### config.mk
export PLATFORM = sky130hd
export DESIGN_NAME = i2c_master_queue
export DESIGN_NICKNAME = d
export VERILOG_FILES = /design/src/core/i2c_queue_pkg.sv /design/src/core/two_entry_buffer.sv /design/src/core/i2c_master_queue.sv
export SDC_FILE = /design/constraint.sdc
export NUM_CORES = 1
export LEC_CHECK = 0
export ABC_AREA = 1
export ABC_CLOCK_PERIOD_IN_PS = 18100
export BUFFER_PORTS_ARGS = -buffer_cell sky130_fd_sc_hd__buf_2
export CAP_MARGIN = 20
export CORE_UTILIZATION = 62
export CTS_CLUSTER_DIAMETER = 100
export DETAILED_ROUTE_END_ITERATION = 10
export GPL_ROUTABILITY_DRIVEN = 0
export GPL_TIMING_DRIVEN = 0
export PLACE_DENSITY = 0.77
export SYNTH_ARGS = -nofsm -noshare
export SYNTH_HDL_FRONTEND = slang
export SYNTH_HIERARCHICAL = 1
export SYNTH_SLANG_ARGS = --single-unit
### constraint.sdc
create_clock -name clk -period 18.1 [get_ports clk]
set_input_delay 1.81 -clock clk [delete_from_list [all_inputs] [get_ports clk]]
set_output_delay 1.81 -clock clk [all_outputs]
set_load 0.01 [all_outputs]
### src/core/i2c_queue_pkg.sv
// constants, types and state encodings shared by the queued i2c master
// assumes one 100 MHz clock; bus rate and lock timeout are derived here
`default_nettype none
package i2c_queue_pkg;
  localparam int CLK_NS = 10;
  localparam int BIT_NS = 10000;
  localparam int QUARTER_CYC = BIT_NS / 4 / CLK_NS;
  localparam int LOCK_MS = 200;
  localparam int LOCK_CYC = LOCK_MS * 1000000 / CLK_NS;
  localparam int QDEPTH = 4;
  localparam logic [15:0] MAX_COUNT = 16'hFFFF;
  localparam logic [15:0] MAX_COUNT_TEN = 16'hFFFE;
  localparam logic [4:0] TEN_BIT_PREFIX = 5'h1E;
  localparam int STAT_DATA_NACK = 0;
  localparam int STAT_ADDR_NACK = 1;
  localparam int STAT_ARB_LOST = 2;
  localparam int STAT_BUS_LOCKED = 3;
  localparam logic [1:0] RESP_NONE = 2'h0;
  localparam logic [1:0] RESP_READ = 2'h1;
  localparam logic [1:0] RESP_WRITE = 2'h2;
  localparam logic [1:0] BK_ADDR = 2'h0;
  localparam logic [1:0] BK_ADDR_LOW = 2'h1;
  localparam logic [1:0] BK_ADDR_RD = 2'h2;
  localparam logic [1:0] BK_DATA = 2'h3;

  typedef enum logic [2:0] {
    ST_IDLE = 3'h0,
    ST_START = 3'h1,
    ST_BYTE = 3'h3,
    ST_STOP = 3'h2,
    ST_DONE = 3'h6
  } bus_state_e;

  typedef struct packed {
    logic isRead;
    logic tenBit;
    logic [9:0] addr;
    logic [15:0] count;
    logic [15:0] bufLen;
    logic [15:0] doneCnt;
    logic [3:0] status;
  } entry_s;
endpackage : i2c_queue_pkg
`default_nettype wire

### src/core/two_entry_buffer.sv
// two-entry valid/ready buffer in the read data path
// assumes both sides on the same clock; producer stalls while inReady is low
`default_nettype none
module two_entry_buffer (
  // clock and reset
  input wire logic clk,
  input wire logic rst,
  // filling side
  input wire logic inValid,
  input wire logic [7:0] inData,
  output logic inReady,
  // draining side
  output logic outValid,
  output logic [7:0] outData,
  input wire logic outReady
);
  typedef struct packed {
    logic [1:0][7:0] mem;
    logic rdIdx;
    logic wrIdx;
    logic [1:0] fill;
  } buf_s;

  buf_s q, d;

  assign inReady = (q.fill != 2'h2);
  assign outValid = (q.fill != 2'h0);
  assign outData = q.mem[q.rdIdx];

  always_comb
  begin
    logic push;
    logic pop;
    push = inValid && inReady;
    pop = outValid && outReady;
    d = q;
    if (push)
    begin
      d.mem[q.wrIdx] = inData;
      d.wrIdx = ~q.wrIdx;
    end
    if (pop)
      d.rdIdx = ~q.rdIdx;
    if (push && !pop)
      d.fill = q.fill + 2'h1;
    else if (pop && !push)
      d.fill = q.fill - 2'h1;
  end

  always_ff @(posedge clk or posedge rst)
  begin
    if (rst)
      q <= '0;
    else
      q <= d;
  end
endmodule : two_entry_buffer
`default_nettype wire

### src/core/i2c_master_queue.sv
// queued i2c master: command queue, bit engine, response store
// assumes open-drain pins resolved outside; host sees one clock domain
`default_nettype none
module i2c_master_queue #(
  parameter int LOCK_CYCLES = i2c_queue_pkg::LOCK_CYC
) (
  // clock and reset
  input wire logic clk,
  input wire logic rst,
  // command queueing
  input wire logic cmdValid,
  output logic cmdReady,
  input wire logic cmdIsRead,
  input wire logic cmdTenBit,
  input wire logic [15:0] cmdAddr,
  input wire logic [15:0] cmdCount,
  input wire logic [15:0] cmdBufLen,
  // submission
  input wire logic submitBlocking,
  input wire logic submitAsync,
  output logic busy,
  output logic hostBlocked,
  output logic submitDone,
  // write data stream
  input wire logic wrValid,
  input wire logic [7:0] wrData,
  output logic wrReady,
  // read data stream
  output logic rdValid,
  output logic [7:0] rdData,
  input wire logic rdReady,
  // response fetch
  input wire logic fetchNext,
  input wire logic fetchRead,
  input wire logic fetchWrite,
  output logic respValid,
  output logic [1:0] respType,
  output logic [15:0] resultCount,
  output logic [3:0] resultStatus,
  output logic resultOk,
  output logic mismatchErr,
  // bus pins
  input wire logic sclIn,
  output logic sclOe,
  input wire logic sdaIn,
  output logic sdaOe
);
  typedef struct packed {
    i2c_queue_pkg::bus_state_e st;
    logic [1:0] ph;
    logic [7:0] div;
    logic [31:0] lock;
    logic sclMeta, sclSync, sdaMeta, sdaSync;
    logic sclOe, sdaOe;
    logic running, blocking, spent, done;
    logic [2:0] nQ, cur, resp;
    i2c_queue_pkg::entry_s [i2c_queue_pkg::QDEPTH-1:0] ent;
    logic [7:0] sh;
    logic [3:0] bitN;
    logic [1:0] bk;
    logic rx, lastRx, needData, pushPend;
    logic [7:0] pushData;
    logic [15:0] byteCnt;
    logic [3:0] stat;
    logic respValid;
    logic [1:0] respType;
    logic [15:0] respCnt;
    logic [3:0] respStat;
    logic [15:0] resultCount;
    logic [3:0] resultStatus;
    logic resultOk, mismatch;
  } state_s;

  state_s q, d;
  logic bufReady;

  two_entry_buffer rdBuf (
    .clk(clk),
    .rst(rst),
    .inValid(q.pushPend),
    .inData(q.pushData),
    .inReady(bufReady),
    .outValid(rdValid),
    .outData(rdData),
    .outReady(rdReady)
  );

  assign cmdReady = !q.running && (q.spent || q.nQ < 3'(i2c_queue_pkg::QDEPTH));
  assign busy = q.running;
  assign hostBlocked = q.running && q.blocking;
  assign submitDone = q.done;
  assign sclOe = q.sclOe;
  assign sdaOe = q.sdaOe;
  assign respValid = q.respValid;
  assign respType = q.respType;
  assign resultCount = q.resultCount;
  assign resultStatus = q.resultStatus;
  assign resultOk = q.resultOk;
  assign mismatchErr = q.mismatch;
  // data is taken at the first quarter of a data byte, only while one is wanted
  assign wrReady = (q.st == i2c_queue_pkg::ST_BYTE) && q.needData && q.ph == 2'h0 && q.bitN == 4'h0
    && q.div == 8'(i2c_queue_pkg::QUARTER_CYC - 1);

  always_comb
  begin
    logic tick;
    logic event_;
    logic want;
    logic [7:0] bits;
    i2c_queue_pkg::entry_s e;
    logic [2:0] slot;
    tick = 1'b0;
    event_ = 1'b0;
    want = 1'b0;
    bits = q.sh;
    e = q.ent[q.cur[1:0]];
    slot = '0;
    d = q;
    d.done = 1'b0;
    d.resultOk = 1'b0;
    d.mismatch = 1'b0;
    d.sclMeta = sclIn;
    d.sclSync = q.sclMeta;
    d.sdaMeta = sdaIn;
    d.sdaSync = q.sdaMeta;
    if (q.pushPend && bufReady)
      d.pushPend = 1'b0;
    // bus steps advance at four quarters per bit
    if (q.st == i2c_queue_pkg::ST_IDLE || q.div == 8'(i2c_queue_pkg::QUARTER_CYC - 1))
    begin
      d.div = '0;
      tick = (q.st != i2c_queue_pkg::ST_IDLE);
    end
    else
      d.div = q.div + 8'h1;

    // host side only acts between submissions
    if (!q.running)
    begin
      if (cmdValid && cmdReady)
      begin
        slot = q.spent ? 3'h0 : q.nQ;
        d.ent[slot[1:0]] = '0;
        d.ent[slot[1:0]].isRead = cmdIsRead;
        d.ent[slot[1:0]].tenBit = cmdTenBit;
        d.ent[slot[1:0]].addr = cmdTenBit ? cmdAddr[9:0] : {3'h0, cmdAddr[6:0]};
        d.ent[slot[1:0]].count = cmdCount;
        if (cmdTenBit && !cmdIsRead && cmdCount == i2c_queue_pkg::MAX_COUNT)
          d.ent[slot[1:0]].count = i2c_queue_pkg::MAX_COUNT_TEN;
        d.ent[slot[1:0]].bufLen = cmdBufLen;
        d.nQ = slot + 3'h1;
        d.spent = 1'b0;
        d.resp = '0;
        d.respValid = 1'b0;
        d.respType = i2c_queue_pkg::RESP_NONE;
      end
      else if ((submitBlocking || submitAsync) && !q.spent && q.nQ != 3'h0)
      begin
        d.running = 1'b1;
        d.blocking = submitBlocking;
        d.cur = '0;
      end
      else if (fetchNext)
      begin
        // previous result is dropped here and when a command is queued
        if (q.spent && q.resp < q.nQ)
        begin
          d.respValid = 1'b1;
          d.respType = q.ent[q.resp[1:0]].isRead ? i2c_queue_pkg::RESP_READ : i2c_queue_pkg::RESP_WRITE;
          d.respCnt = q.ent[q.resp[1:0]].doneCnt;
          d.respStat = q.ent[q.resp[1:0]].status;
          d.resp = q.resp + 3'h1;
        end
        else
        begin
          d.respValid = 1'b0;
          d.respType = i2c_queue_pkg::RESP_NONE;
        end
      end
      else if (fetchRead || fetchWrite)
      begin
        if (q.respValid && (fetchRead ? q.respType == i2c_queue_pkg::RESP_READ
                                      : q.respType == i2c_queue_pkg::RESP_WRITE))
        begin
          d.resultOk = 1'b1;
          d.resultCount = q.respCnt;
          d.resultStatus = q.respStat;
        end
        else
          d.mismatch = 1'b1;
      end
    end

    case (q.st)
      i2c_queue_pkg::ST_IDLE:
      begin
        d.lock = '0;
        if (q.running)
        begin
          d.st = i2c_queue_pkg::ST_START;
          d.ph = '0;
          d.bk = i2c_queue_pkg::BK_ADDR;
          d.byteCnt = '0;
          d.stat = '0;
          d.rx = 1'b0;
          d.needData = 1'b0;
        end
      end
      i2c_queue_pkg::ST_START:
        if (tick)
        begin
          case (q.ph)
            2'h0: begin d.sdaOe = 1'b0; d.ph = 2'h1; end
            2'h1: begin d.sclOe = 1'b0; d.ph = 2'h2; end
            2'h2:
              if (q.sclSync)
              begin
                d.sdaOe = 1'b1;
                d.ph = 2'h3;
              end
            default:
            begin
              d.sclOe = 1'b1;
              d.ph = 2'h0;
              event_ = 1'b1;
              d.st = i2c_queue_pkg::ST_BYTE;
              d.bitN = '0;
              d.rx = 1'b0;
              // address byte exists only once the start is on the bus
              if (q.bk == i2c_queue_pkg::BK_ADDR_RD)
                d.sh = {i2c_queue_pkg::TEN_BIT_PREFIX, e.addr[9:8], 1'b1};
              else if (e.tenBit)
                d.sh = {i2c_queue_pkg::TEN_BIT_PREFIX, e.addr[9:8], 1'b0};
              else
                d.sh = {e.addr[6:0], e.isRead};
            end
          endcase
        end
      i2c_queue_pkg::ST_BYTE:
        if (tick)
        begin
          case (q.ph)
            2'h0:
              if (!(q.bitN == 4'h0 && ((q.needData && !wrValid) || q.pushPend)))
              begin
                if (q.bitN == 4'h0 && q.needData)
                begin
                  bits = wrData;
                  d.sh = wrData;
                  d.needData = 1'b0;
                end
                if (q.rx)
                  d.sdaOe = (q.bitN == 4'h8) ? !q.lastRx : 1'b0;
                else
                  d.sdaOe = (q.bitN == 4'h8) ? 1'b0 : !bits[7];
                d.ph = 2'h1;
              end
            2'h1: begin d.sclOe = 1'b0; d.ph = 2'h2; end
            2'h2:
              if (q.sclSync)
              begin
                d.ph = 2'h3;
                if (!q.rx && q.bitN != 4'h8 && !q.sdaOe && !q.sdaSync)
                begin
                  // another master holds data low: back off without driving
                  d.stat[i2c_queue_pkg::STAT_ARB_LOST] = 1'b1;
                  d.sdaOe = 1'b0;
                  d.st = i2c_queue_pkg::ST_DONE;
                end
                else if (q.rx && q.bitN != 4'h8)
                  d.sh = {q.sh[6:0], q.sdaSync};
                else if (!q.rx && q.bitN == 4'h8)
                  d.sh[0] = !q.sdaSync;
              end
            default:
            begin
              d.sclOe = 1'b1;
              d.ph = 2'h0;
              if (q.bitN != 4'h8)
              begin
                d.bitN = q.bitN + 4'h1;
                if (!q.rx)
                  d.sh = {q.sh[6:0], 1'b0};
              end
              else
              begin
                event_ = 1'b1;
                d.bitN = '0;
                want = q.sh[0];
                if (q.bk != i2c_queue_pkg::BK_DATA && !want)
                begin
                  d.stat[i2c_queue_pkg::STAT_ADDR_NACK] = 1'b1;
                  d.st = i2c_queue_pkg::ST_STOP;
                end
                else if (q.bk == i2c_queue_pkg::BK_ADDR && e.tenBit)
                begin
                  d.bk = i2c_queue_pkg::BK_ADDR_LOW;
                  d.sh = e.addr[7:0];
                end
                else if (q.bk == i2c_queue_pkg::BK_ADDR_LOW && e.isRead)
                begin
                  d.bk = i2c_queue_pkg::BK_ADDR_RD;
                  d.st = i2c_queue_pkg::ST_START;
                end
                else if (q.bk != i2c_queue_pkg::BK_DATA)
                begin
                  d.bk = i2c_queue_pkg::BK_DATA;
                  if (e.isRead)
                  begin
                    d.rx = 1'b1;
                    d.lastRx = (e.count <= 16'h0001);
                  end
                  else if (e.count == 16'h0000)
                    d.st = i2c_queue_pkg::ST_STOP;
                  else
                    d.needData = 1'b1;
                end
                else if (!q.rx)
                begin
                  d.byteCnt = q.byteCnt + 16'h1;
                  if (!want && q.byteCnt + 16'h1 == e.count)
                    d.stat[i2c_queue_pkg::STAT_DATA_NACK] = 1'b1;
                  if (!want || q.byteCnt + 16'h1 == e.count)
                    d.st = i2c_queue_pkg::ST_STOP;
                  else
                    d.needData = 1'b1;
                end
                else
                begin
                  // the forced byte of an empty read never reaches the host
                  if (e.count != 16'h0000)
                  begin
                    d.byteCnt = q.byteCnt + 16'h1;
                    d.pushPend = (q.byteCnt < e.bufLen);
                    d.pushData = q.sh;
                  end
                  if (q.lastRx)
                    d.st = i2c_queue_pkg::ST_STOP;
                  else
                    d.lastRx = (q.byteCnt + 16'h2 == e.count);
                end
              end
            end
          endcase
        end
      i2c_queue_pkg::ST_STOP:
        if (tick)
        begin
          case (q.ph)
            2'h0: begin d.sdaOe = 1'b1; d.ph = 2'h1; end
            2'h1: begin d.sclOe = 1'b0; d.ph = 2'h2; end
            2'h2:
              if (q.sclSync)
                d.ph = 2'h3;
            default:
            begin
              d.sdaOe = 1'b0;
              d.ph = 2'h0;
              event_ = 1'b1;
              d.st = i2c_queue_pkg::ST_DONE;
            end
          endcase
        end
      i2c_queue_pkg::ST_DONE:
      begin
        d.sclOe = 1'b0;
        d.sdaOe = 1'b0;
        d.ent[q.cur[1:0]].doneCnt = (q.stat[i2c_queue_pkg::STAT_ADDR_NACK] ||
          (q.stat[i2c_queue_pkg::STAT_ARB_LOST] && q.bk != i2c_queue_pkg::BK_DATA)) ? 16'h0000 : q.byteCnt;
        d.ent[q.cur[1:0]].status = q.stat;
        d.cur = q.cur + 3'h1;
        d.st = i2c_queue_pkg::ST_IDLE;
        if (q.cur + 3'h1 == q.nQ)
        begin
          d.running = 1'b0;
          d.spent = 1'b1;
          d.done = 1'b1;
        end
      end
      default: d.st = i2c_queue_pkg::ST_IDLE;
    endcase

    // a wedged bus cannot be stopped cleanly, so the lines are simply released
    if (q.st != i2c_queue_pkg::ST_IDLE && q.st != i2c_queue_pkg::ST_DONE)
    begin
      if (event_)
        d.lock = '0;
      else if (q.lock >= 32'(LOCK_CYCLES - 1))
      begin
        d.stat[i2c_queue_pkg::STAT_BUS_LOCKED] = 1'b1;
        d.st = i2c_queue_pkg::ST_DONE;
      end
      else
        d.lock = q.lock + 32'h1;
    end
  end

  always_ff @(posedge clk or posedge rst)
  begin
    if (rst)
      q <= '0;
    else
      q <= d;
  end
endmodule : i2c_master_queue
`default_nettype wire

=== Word level (Yosys, flattened, before mapping) ===
Index checks and enable logic that the tools add are counted.

* Flip-flop bits (word level): 431
* Input port bits: 70
* Output and inout bits: 41
* Logic and storage cells: 488

* Add/sub/neg operators: 10
* Order comparisons: 13
* Eq/ne operators: 70
* Mux-type cells: 210
* Bitwise logic cells: 14
* Reductions and logical operators: 99

{| class="wikitable"
|+ Operator list
! operator !! number
|-
| $bwmux 256 || 8
|-
| $mux 256 || 5
|-
| $demux 64 s2 || 8
|-
| $mux 262 || 1
|-
| $and 256x256->256 || 1
|-
| $bmux 64 s2 || 2
|-
| $mux 64 || 4
|-
| $not 256->256 || 1
|-
| $mux 8 || 17
|-
| $mux 32 || 4
|-
| $mux 3 || 30
|-
| $mux 25 || 3
|-
| $mux 63 || 1
|-
| $mux 62 || 1
|-
| $mux 20 || 3
|-
| $mux 30 || 2
|-
| $mux 2 || 28
|-
| $mux 28 || 2
|-
| $mux 52 || 1
|-
| $mux 1 || 47
|-
| $mux 45 || 1
|-
| $mux 22 || 2
|-
| $mux 42 || 1
|-
| $mux 12 || 3
|-
| other kinds (84) || 240
|}

=== Longest topological paths before layout ===
Gate-level depths: netlist of the first run.

* Word-level depth: 21
* Mapped depth: 23
* Gate-level depth less buffers: 23

=== By module ===
The synthesis of the first run kept the hierarchy.

{| class="wikitable"
|+ Modules (own cells, without submodules)
! module !! times used !! cells each !! area an instance (µm²) !! sequential area each (µm²)
|-
| i2c_master_queue || 1 || 2586 || 21320.4 || 10284.9
|-
| two_entry_buffer || 1 || 125 || 1017.2 || 500.5
|}

=== Worst setup path before layout of the first run ===
Ideal clock, no wire load.

* Path kind: reg-to-output
* Start: register q[399] (netlist name)
* End: output port wrReady
* Arrival time: 1.412 ns
* Required time: 16.290 ns
* Slack: 14.878 ns
* Cell stages (with the launch flop): 9
* Path buffers: 0
* Cell sequence: dfrtp_1 inv_1 ha_1 inv_1 nor4_4 inv_2 nor2_1 nand2_1 nor2_1

* Longest elaborated chain between the ends: 2

{| class="wikitable"
|+ RTL lines
! element !! line !! RTL
|-
| from (decl) || i2c_master_queue.sv:74 || <nowiki>state_s q, d;</nowiki>
|-
| from (signal assigned) || i2c_master_queue.sv:401 || <nowiki>q <= '0;</nowiki>
|-
| from (signal assigned) || i2c_master_queue.sv:403 || <nowiki>q <= d;</nowiki>
|-
| $eq 8x8->1 || i2c_master_queue.sv:102 || <nowiki>&& q.div == 8'(i2c_queue_pkg::QUARTER_CYC - 1);</nowiki>
|-
| $logic_and 1x1->1 || i2c_master_queue.sv:102 ||
|-
| to (decl) || i2c_master_queue.sv:27 || <nowiki>output logic wrReady,</nowiki>
|}

No other way between the ends.

==> metrics.log, run 1 <==
[metrics] run status: finished clean
[metrics] clock buffer count from CTS: 45
[metrics] Buffers on Ports: 104
[metrics] wire length of the first global-routing pass: 103,600 um
[metrics] chip width: 191.8 um
[metrics] global-route usage over all layers: 0.3618
[metrics] Slew HR: 0.2694
[metrics] TritonCTS clock tree: built
[metrics] number of pins with negative max-slew slack in the final report: 0
[metrics] Max Clk Rate: 228.5 MHz
[metrics] endpoint type of the worst setup path: flip-flop
[metrics] maximum cell stage delay along the critical path: 600 ps
[metrics] via count of the first global-routing pass: 19,905
[metrics] maximum number of pins on one net before global-route repair: 131
[metrics] GR Overflow Total: 0
[metrics] Post CTS Setup Buffer Count: 0
[metrics] slack of the worst reg-to-reg path: 13,720 ps
[metrics] cells traversed along the worst timing path: inv_2 -> buf_2 -> clkbuf_1 -> clkbuf_1 -> clkbuf_1 -> nand2_1 -> a32o_1 -> ha_1 -> a21oi_1 -> o21ai_0 -> nand4_1 -> o211ai_1 -> nand4_1 -> a32o_1
[metrics] Ys Warns: 6
[metrics] area enclosed by the die boundary: 36,790 um^2
[metrics] Clock transition at path regs: 60 ps
[metrics] Vias: 20,456
[metrics] critical path arrival: 4840 ps
[metrics] beginning of the worst hold path: d[364]
[metrics] dominant cell type by count on the critical path: sky130_fd_sc_hd__clkbuf_1
[metrics] final-report hold violation count: 0
[metrics] #FFs+latches synth: 431
[metrics] critical path class: reg2reg
[metrics] net count of the finished layout: 2,973
[metrics] Bufs on Longest Clock Path: 3
[metrics] Die Height: 191.8 um
[metrics] post-detailed-routing wire length: 65,180 um
[metrics] area overhead of the layout relative to synthesis: 11.81%
[metrics] slowest CP cell: sky130_fd_sc_hd__clkbuf_1
[metrics] root buffer selected by CTS: sky130_fd_sc_hd__clkbuf_16
[metrics] core box area: 35,480 um^2
[metrics] starting utilization of the core area: 0.6295
[metrics] Critical Path RT: 18,560 ps
[metrics] number of detailed-route iterations in the first pass: 10
[metrics] HPWL after detailed placement: 46,480 um
[metrics] H-tree depth: 2
[metrics] number of clock sinks: 431
[metrics] Static Leakage: 0.01206 uW
[metrics] proportion of layout cells with a drive suffix above 1: 0.1215
[metrics] post-placement cell area: 23,530 um^2
[metrics] library cells used by synthesis: 63
[metrics] mean number of vias per cell: 6.094
[metrics] EDFF count, synth: 0
[metrics] average cell area after synthesis: 8.240 um^2
[metrics] Antenna Nets Post-Route: 0
[metrics] total non-filler cell area in the finished layout: 24,980 um^2
[metrics] Final Skew: 17.45 ps
[metrics] final critical-path share of the clock period: 0.2418
[metrics] FF-to-FF Start: q[350]
[metrics] Gates resized, CTS repair: 0
[metrics] Max FO, Critical Path: 11
[metrics] total setup violations reported at the end of the flow: 0
[metrics] slew at the pin with the worst max-slew slack: 1096 ps
[metrics] DR WL/cell: 19.42 um
[metrics] worst reg-to-reg path cell count: 14
[metrics] FFs w/ async S/R, synth: 1.000
[metrics] cell area after synthesis: 22,340 um^2
[metrics] Hold Path End: q[364]
[metrics] Synth Net Count: 2,819
[metrics] total inserted antenna cells: 0
[metrics] part of the Yosys area used for sequential elements: 0.4828
[metrics] # DRC: 0
[metrics] most frequently used flop master after synthesis: sky130_fd_sc_hd__dfrtp_1
[metrics] antenna violations before repair: 1
[metrics] areal power density over the cells: 76.99 nW/um^2
[metrics] First DRT Iteration DRCs: 2,334
[metrics] end of the worst register-to-register path: q[73]
[metrics] hold crit path type: reg2reg
[metrics] Post-CTS Hold Fix Bufs: 0
[metrics] unrepaired setup endpoints after global routing: no
[metrics] count of maximum capacitance violations: 0
[metrics] maximum VDD drop: 0.00008371 V
[metrics] standard-cell rows: 69
[metrics] I/O pin count: 111
[metrics] final-layout setup total negative slack: 0 ps
[metrics] Syn Inst Count: 2,711
[metrics] clock latency on the worst-skew pair: 580 ps
[metrics] Cells on Worst Hold Path: 0
[metrics] time the worst path needs with I/O delays and setup: 4377 ps
[metrics] crit start category: flip-flop
critical path, delay by kind of cell (launching register included):
family,cells,cell delay (ps)
and+or+nand+nor,3,490
adders and majority gates,1,290
DFF,1,490
AOI/OAI and AO/OA,5,960
buffers and inverters,5,2040
kinds of logic (layout without fill, tap and decap cells):
family,Yosys count,in the layout,synth area share
buffers and inverters,405,590,0.07696
DFF,431,431,0.4828
muxes,54,54,0.02717
and+or+nand+nor,1199,1199,0.2317
xor gates and xnor gates,44,44,0.01725
adders and majority gates,38,38,0.02129
AOI/OAI and AO/OA,540,540,0.1428
through the flow:
step           cells  hold slack (ps)    util  total power, uW  worst slack, ps
2_1_floorplan   2711            331.2       -            999.8             4854
3_3_place_gp    3276            331.7  0.6605             1016            762.8
3_5_place_dp    3279            335.5  0.6630             1018            13740
4_1_cts         3357            346.1  0.7039             1929            13760
5_1_grt         3357            362.9  0.7039             1969            13540
6_report        3357            344.5  0.7039             1923            13720
layout make-up:
class                      instances  area, um^2
buffer                           148       754.5
clock buffer                      69        1349
clock inverter                     9       101.3
fill                            2918       10510
inverter                         257       972.2
multi-input combinational       1875        9833
sequential                       431       10790
tap                              461       576.8
timing repair buffer             107       603.1
report_power, final:
part | internal (uW) | switching, uW
Clock | 539 | 384
Sequential | 964 | 0.274
Combinational | 7.73 | 27.8
cell usage in the layout (no fill, tap or decap), types with 8 or more instances in the layout:
cell	n
sky130_fd_sc_hd__a21oi_1	104
sky130_fd_sc_hd__a31oi_1	26
sky130_fd_sc_hd__a32o_1	23
sky130_fd_sc_hd__buf_2	128
sky130_fd_sc_hd__buf_4	28
sky130_fd_sc_hd__clkbuf_1	95
sky130_fd_sc_hd__clkbuf_16	47
sky130_fd_sc_hd__clkbuf_8	10
sky130_fd_sc_hd__dfrtp_1	431
sky130_fd_sc_hd__ha_1	38
sky130_fd_sc_hd__inv_1	232
sky130_fd_sc_hd__inv_2	18
sky130_fd_sc_hd__mux2_2	53
sky130_fd_sc_hd__nand2_1	742
sky130_fd_sc_hd__nand3_1	161
sky130_fd_sc_hd__nand4_1	46
sky130_fd_sc_hd__nor2_1	165
sky130_fd_sc_hd__nor2_2	8
sky130_fd_sc_hd__nor3_1	24
sky130_fd_sc_hd__nor4_1	9
sky130_fd_sc_hd__o211ai_1	29
sky130_fd_sc_hd__o21ai_0	248
sky130_fd_sc_hd__o21ai_1	12
sky130_fd_sc_hd__o221ai_1	8
sky130_fd_sc_hd__o22ai_1	23
sky130_fd_sc_hd__o31ai_1	38
sky130_fd_sc_hd__xor2_1	37
per-layer routing:
layer	vias to the layer above	wire (um)	part of all wire	track usage
li1	9344	-	-	-
met1	9831	26110	0.40	0.4749
met2	1075	30100	0.46	0.5828
met3	206	5919	0.091	0.06066
met4	0	3058	0.047	0.1777
met5	-	0	0	0
cells in the mapped netlist (8+ instances only):
cell type | count | area share
sky130_fd_sc_hd__a32o_1 | 23 | 0.010
sky130_fd_sc_hd__o31ai_1 | 38 | 0.013
sky130_fd_sc_hd__nor2_1 | 165 | 0.028
sky130_fd_sc_hd__a21oi_1 | 104 | 0.023
sky130_fd_sc_hd__buf_4 | 28 | 0.0094
sky130_fd_sc_hd__o21ai_1 | 12 | 0.0027
sky130_fd_sc_hd__o22ai_1 | 23 | 0.0064
sky130_fd_sc_hd__nand2_1 | 742 | 0.12
sky130_fd_sc_hd__nand3_1 | 161 | 0.036
sky130_fd_sc_hd__nor2_2 | 8 | 0.0022
sky130_fd_sc_hd__o211ai_1 | 29 | 0.0097
sky130_fd_sc_hd__inv_2 | 18 | 0.0030
sky130_fd_sc_hd__o221ai_1 | 8 | 0.0031
sky130_fd_sc_hd__a31oi_1 | 26 | 0.0073
sky130_fd_sc_hd__inv_1 | 233 | 0.039
sky130_fd_sc_hd__o21ai_0 | 248 | 0.056
sky130_fd_sc_hd__buf_2 | 24 | 0.0054
sky130_fd_sc_hd__mux2_2 | 53 | 0.027
sky130_fd_sc_hd__nand4_1 | 46 | 0.013
sky130_fd_sc_hd__nor3_1 | 24 | 0.0054
sky130_fd_sc_hd__clkbuf_1 | 82 | 0.014
sky130_fd_sc_hd__nor4_1 | 9 | 0.0025
sky130_fd_sc_hd__ha_1 | 38 | 0.021
sky130_fd_sc_hd__dfrtp_1 | 431 | 0.48
sky130_fd_sc_hd__xor2_1 | 37 | 0.015
worst max-delay path by stage:
stage             start         to  slack, ps  cells after the start
6_report         q[350]      q[73]      13720                     14
5_1_grt          q[350]      q[73]      13540                     14
4_1_cts          q[350]      q[73]      13760                     14
3_5_place_dp   cmdValid  flip-flop      13740                      8
3_3_place_gp        rst  async pin        760                      2
2_1_floorplan       rst  async pin       4850                      1
Power figures use the tool's default switching activity.
==> inputs of run 2 (changes only) <==
--- a/config.mk
+++ b/config.mk
@@ -6,7 +6,7 @@
 export NUM_CORES = 1
 export LEC_CHECK = 0
 export ABC_AREA = 1
-export ABC_CLOCK_PERIOD_IN_PS = 18100
+export ABC_CLOCK_PERIOD_IN_PS = 4300
 export BUFFER_PORTS_ARGS = -buffer_cell sky130_fd_sc_hd__buf_2
 export CAP_MARGIN = 20
 export CORE_UTILIZATION = 62
==> constraint.sdc (replaced) <==
create_clock -name clk -period 4.3 [get_ports clk]
set_input_delay 0.43 -clock clk [delete_from_list [all_inputs] [get_ports clk]]
set_output_delay 0.43 -clock clk [all_outputs]
set_load 0.01 [all_outputs]
==> run 2 against run 1 <==
Non-clock buffer count up 11. Total power increased to 4.3 times the previous value. Critical endpoint unchanged. Clock-buffer cell count is 3 lower. Register-to-register slack got worse by 14000 ps.
==> metrics.log, run 2 (synthesis gave the netlist of run 1 again) <==
[metrics] buffers plus inverters on the worst setup path: 5
[metrics] unrepaired setup endpoints after global routing: no
[metrics] Max Clk Rate: 241.3 MHz
[metrics] proportion of layout cells with a drive suffix above 1: 0.1283
[metrics] clock latency on the worst-skew pair: 600 ps
[metrics] count of maximum capacitance violations: 0
[metrics] Bufs on Longest Clock Path: 3
[metrics] Max Used Layer: met4
[metrics] global-route usage over all layers: 0.3617
[metrics] I/O pin count: 111
[metrics] number of detailed-route iterations in the first pass: 6
[metrics] GR Overflow Total: 0
[metrics] time the worst path needs with I/O delays and setup: 4144 ps
[metrics] Max FO, Critical Path: 10
[metrics] commonest non-fill, non-tap cell in the layout: sky130_fd_sc_hd__nand2_1
[metrics] H-tree depth: 2
[metrics] M1 WL: 26,880 um
[metrics] DR WL met2: 29,940 um
[metrics] Die Height: 191.8 um
[metrics] critical path arrival: 4600 ps
[metrics] chip width: 191.8 um
[metrics] maximum cell stage delay along the critical path: 530 ps
[metrics] power share of the clock group: 0.491
[metrics] Antenna Nets Post-Route: 0
[metrics] wire length of the first global-routing pass: 103,400 um
[metrics] slowest CP cell: sky130_fd_sc_hd__clkbuf_1
[metrics] sequential group share of total power: 0.489
[metrics] starting utilization of the core area: 0.6295
[metrics] final critical-path share of the clock period: 0.9638
[metrics] clock buffer count from CTS: 46
[metrics] gate family responsible for the most delay along the worst path: buffers and inverters
[metrics] Static Leakage: 0.01221 uW
[metrics] critical path class: reg2reg
[metrics] sw frac: 0.2165
[metrics] endpoint type of the worst setup path: flip-flop
[metrics] crit start category: flip-flop
[metrics] hold slack final: 115.6 ps
[metrics] Clock transition at path regs: 60 ps
[metrics] DR WL/cell: 19.31 um
[metrics] maximum VDD drop: 0.0003121 V
[metrics] final-report hold violation count: 0
[metrics] root buffer selected by CTS: sky130_fd_sc_hd__clkbuf_16
[metrics] post-detailed-routing wire length: 65,160 um
[metrics] area overhead of the layout relative to synthesis: 13.04%
[metrics] Post CTS Setup Buffer Count: 0
[metrics] TritonCTS clock tree: built
[metrics] Buffers on Ports: 104
[metrics] net switching power: 1799 uW
[metrics] total inserted antenna cells: 0
[metrics] First DRT Iteration DRCs: 2,207
[metrics] net count of the finished layout: 2,985
[metrics] Vias: 20,298
[metrics] mean number of vias per cell: 6.014
[metrics] maximum number of pins on one net before global-route repair: 46
[metrics] Gate power share: 0.020
[metrics] Critical Path RT: 4760 ps
[metrics] area enclosed by the die boundary: 36,790 um^2
[metrics] top library cells by usage in the layout, fill and taps aside: 742 x sky130_fd_sc_hd__nand2_1, 431 x sky130_fd_sc_hd__dfrtp_1, 248 x sky130_fd_sc_hd__o21ai_0, 232 x sky130_fd_sc_hd__inv_1, 165 x sky130_fd_sc_hd__nor2_1
[metrics] number of clock sinks: 431
[metrics] cells traversed along the worst timing path: buf_4 -> buf_6 -> buf_2 -> buf_1 -> clkbuf_1 -> a21oi_1 -> a32o_1 -> ha_1 -> a21oi_1 -> o21ai_0 -> nand4_1 -> o211ai_1 -> nand4_1 -> a32o_1
[metrics] Final Skew: 33.28 ps
[metrics] met3 wire len: 5403 um
[metrics] standard-cell rows: 69
[metrics] total setup violations reported at the end of the flow: 0
[metrics] # DRC: 0
[metrics] via count of the first global-routing pass: 19,504
[metrics] areal power density over the cells: 329.1 nW/um^2
[metrics] Slew HR: 0.2284
[metrics] final-layout setup total negative slack: 0 ps
[metrics] HPWL after detailed placement: 46,940 um
[metrics] antenna violations before repair: 0
[metrics] run status: finished clean
[metrics] slew at the pin with the worst max-slew slack: 1128 ps
[metrics] core box area: 35,480 um^2
[metrics] hold crit path type: in2reg
[metrics] number of pins with negative max-slew slack in the final report: 0
[metrics] cell-internal power: 6510 uW
==> run 2: layout make-up <==
class	count	area (um^2)
Timing Repair Buffer	118	778.2
Clock inverter	19	214.0
Tap cell	461	576.8
Inverter	257	968.4
Buffer	148	758.2
Sequential cell	431	10790
Clock buffer	66	1336
Multi-Input combinational cell	1875	9833
Fill cell	2794	10230
==> run 2: metal layers <==
| metal | track usage | vias to the layer above |
|---|---|---|
| met5 | 0 | - |
| met4 | 0.1743 | 0 |
| met3 | 0.05829 | 211 |
| met2 | 0.5668 | 956 |
| met1 | 0.4913 | 9770 |
| li1 | - | 9361 |
==> run 2: timing repair <==
action	CTS	global route
hold buffers	3	0
resized for setup	1	4
pin swaps	0	0
setup endpoints to repair	1	1
endpoints found under the hold margin	25	0
==> run 2: power by group through the flow <==
| stage | clock network, uW | registers (uW) | logic, uW |
|---|---|---|---|
| 4_1_cts | 4100 | 4060 | 174 |
| 6_report | 4080 | 4060 | 170 |
| 3_5_place_dp | 0 | 4130 | 171 |
| 3_3_place_gp | 0 | 4140 | 141 |
| 2_1_floorplan | 0 | 4140 | 73.4 |
| 5_1_grt | 4270 | 4060 | 193 |
==> run 2: path summary, 6_finish.rpt <==
| check | cells past startpoint | end | startpoint | slack (ps) |
|---|---|---|---|---|
| setup / recovery | 14 | q[73] | q[350] | 160 |
| hold / removal | 3 | rdBuf/q[3] | rdReady | 120 |
| setup reg to reg | 14 | q[73] | q[350] | 160 |
| hold reg to reg | 0 | q[364] | d[364] | 350 |
| max in group asynchronous | 7 | q[232] | rst | 2550 |
| min in group asynchronous | 3 | q[348] | rst | 510 |
==> run 2: worst register-to-register path, stage by stage, from the launching register on <==
cell and delay [ps]:
sky130_fd_sc_hd__dfrtp_1 510, sky130_fd_sc_hd__buf_4 260, sky130_fd_sc_hd__buf_6 190, sky130_fd_sc_hd__buf_2 250
sky130_fd_sc_hd__buf_1 520, sky130_fd_sc_hd__clkbuf_1 540, sky130_fd_sc_hd__a21oi_1 150, sky130_fd_sc_hd__a32o_1 260
sky130_fd_sc_hd__ha_1 290, sky130_fd_sc_hd__a21oi_1 80, sky130_fd_sc_hd__o21ai_0 190, sky130_fd_sc_hd__nand4_1 110
sky130_fd_sc_hd__o211ai_1 140, sky130_fd_sc_hd__nand4_1 280, sky130_fd_sc_hd__a32o_1 290
==> run 2: stage by stage <==
stage / cell area [um^2] / total power, uW / util / instances / setup slack [ps]
after detailed placement: 23670 / 4304 / 0.6670 / 3287 / 0.6253
after CTS: 25250 / 8334 / 0.7116 / 3375 / 52.25
after floorplan: 22340 / 4210 / - / 2711 / -1670
after global placement: 23440 / 4279 / 0.6606 / 3276 / -3891
after global routing: 25250 / 8519 / 0.7116 / 3375 / 25.54
final: 25250 / 8309 / 0.7116 / 3375 / 155.8
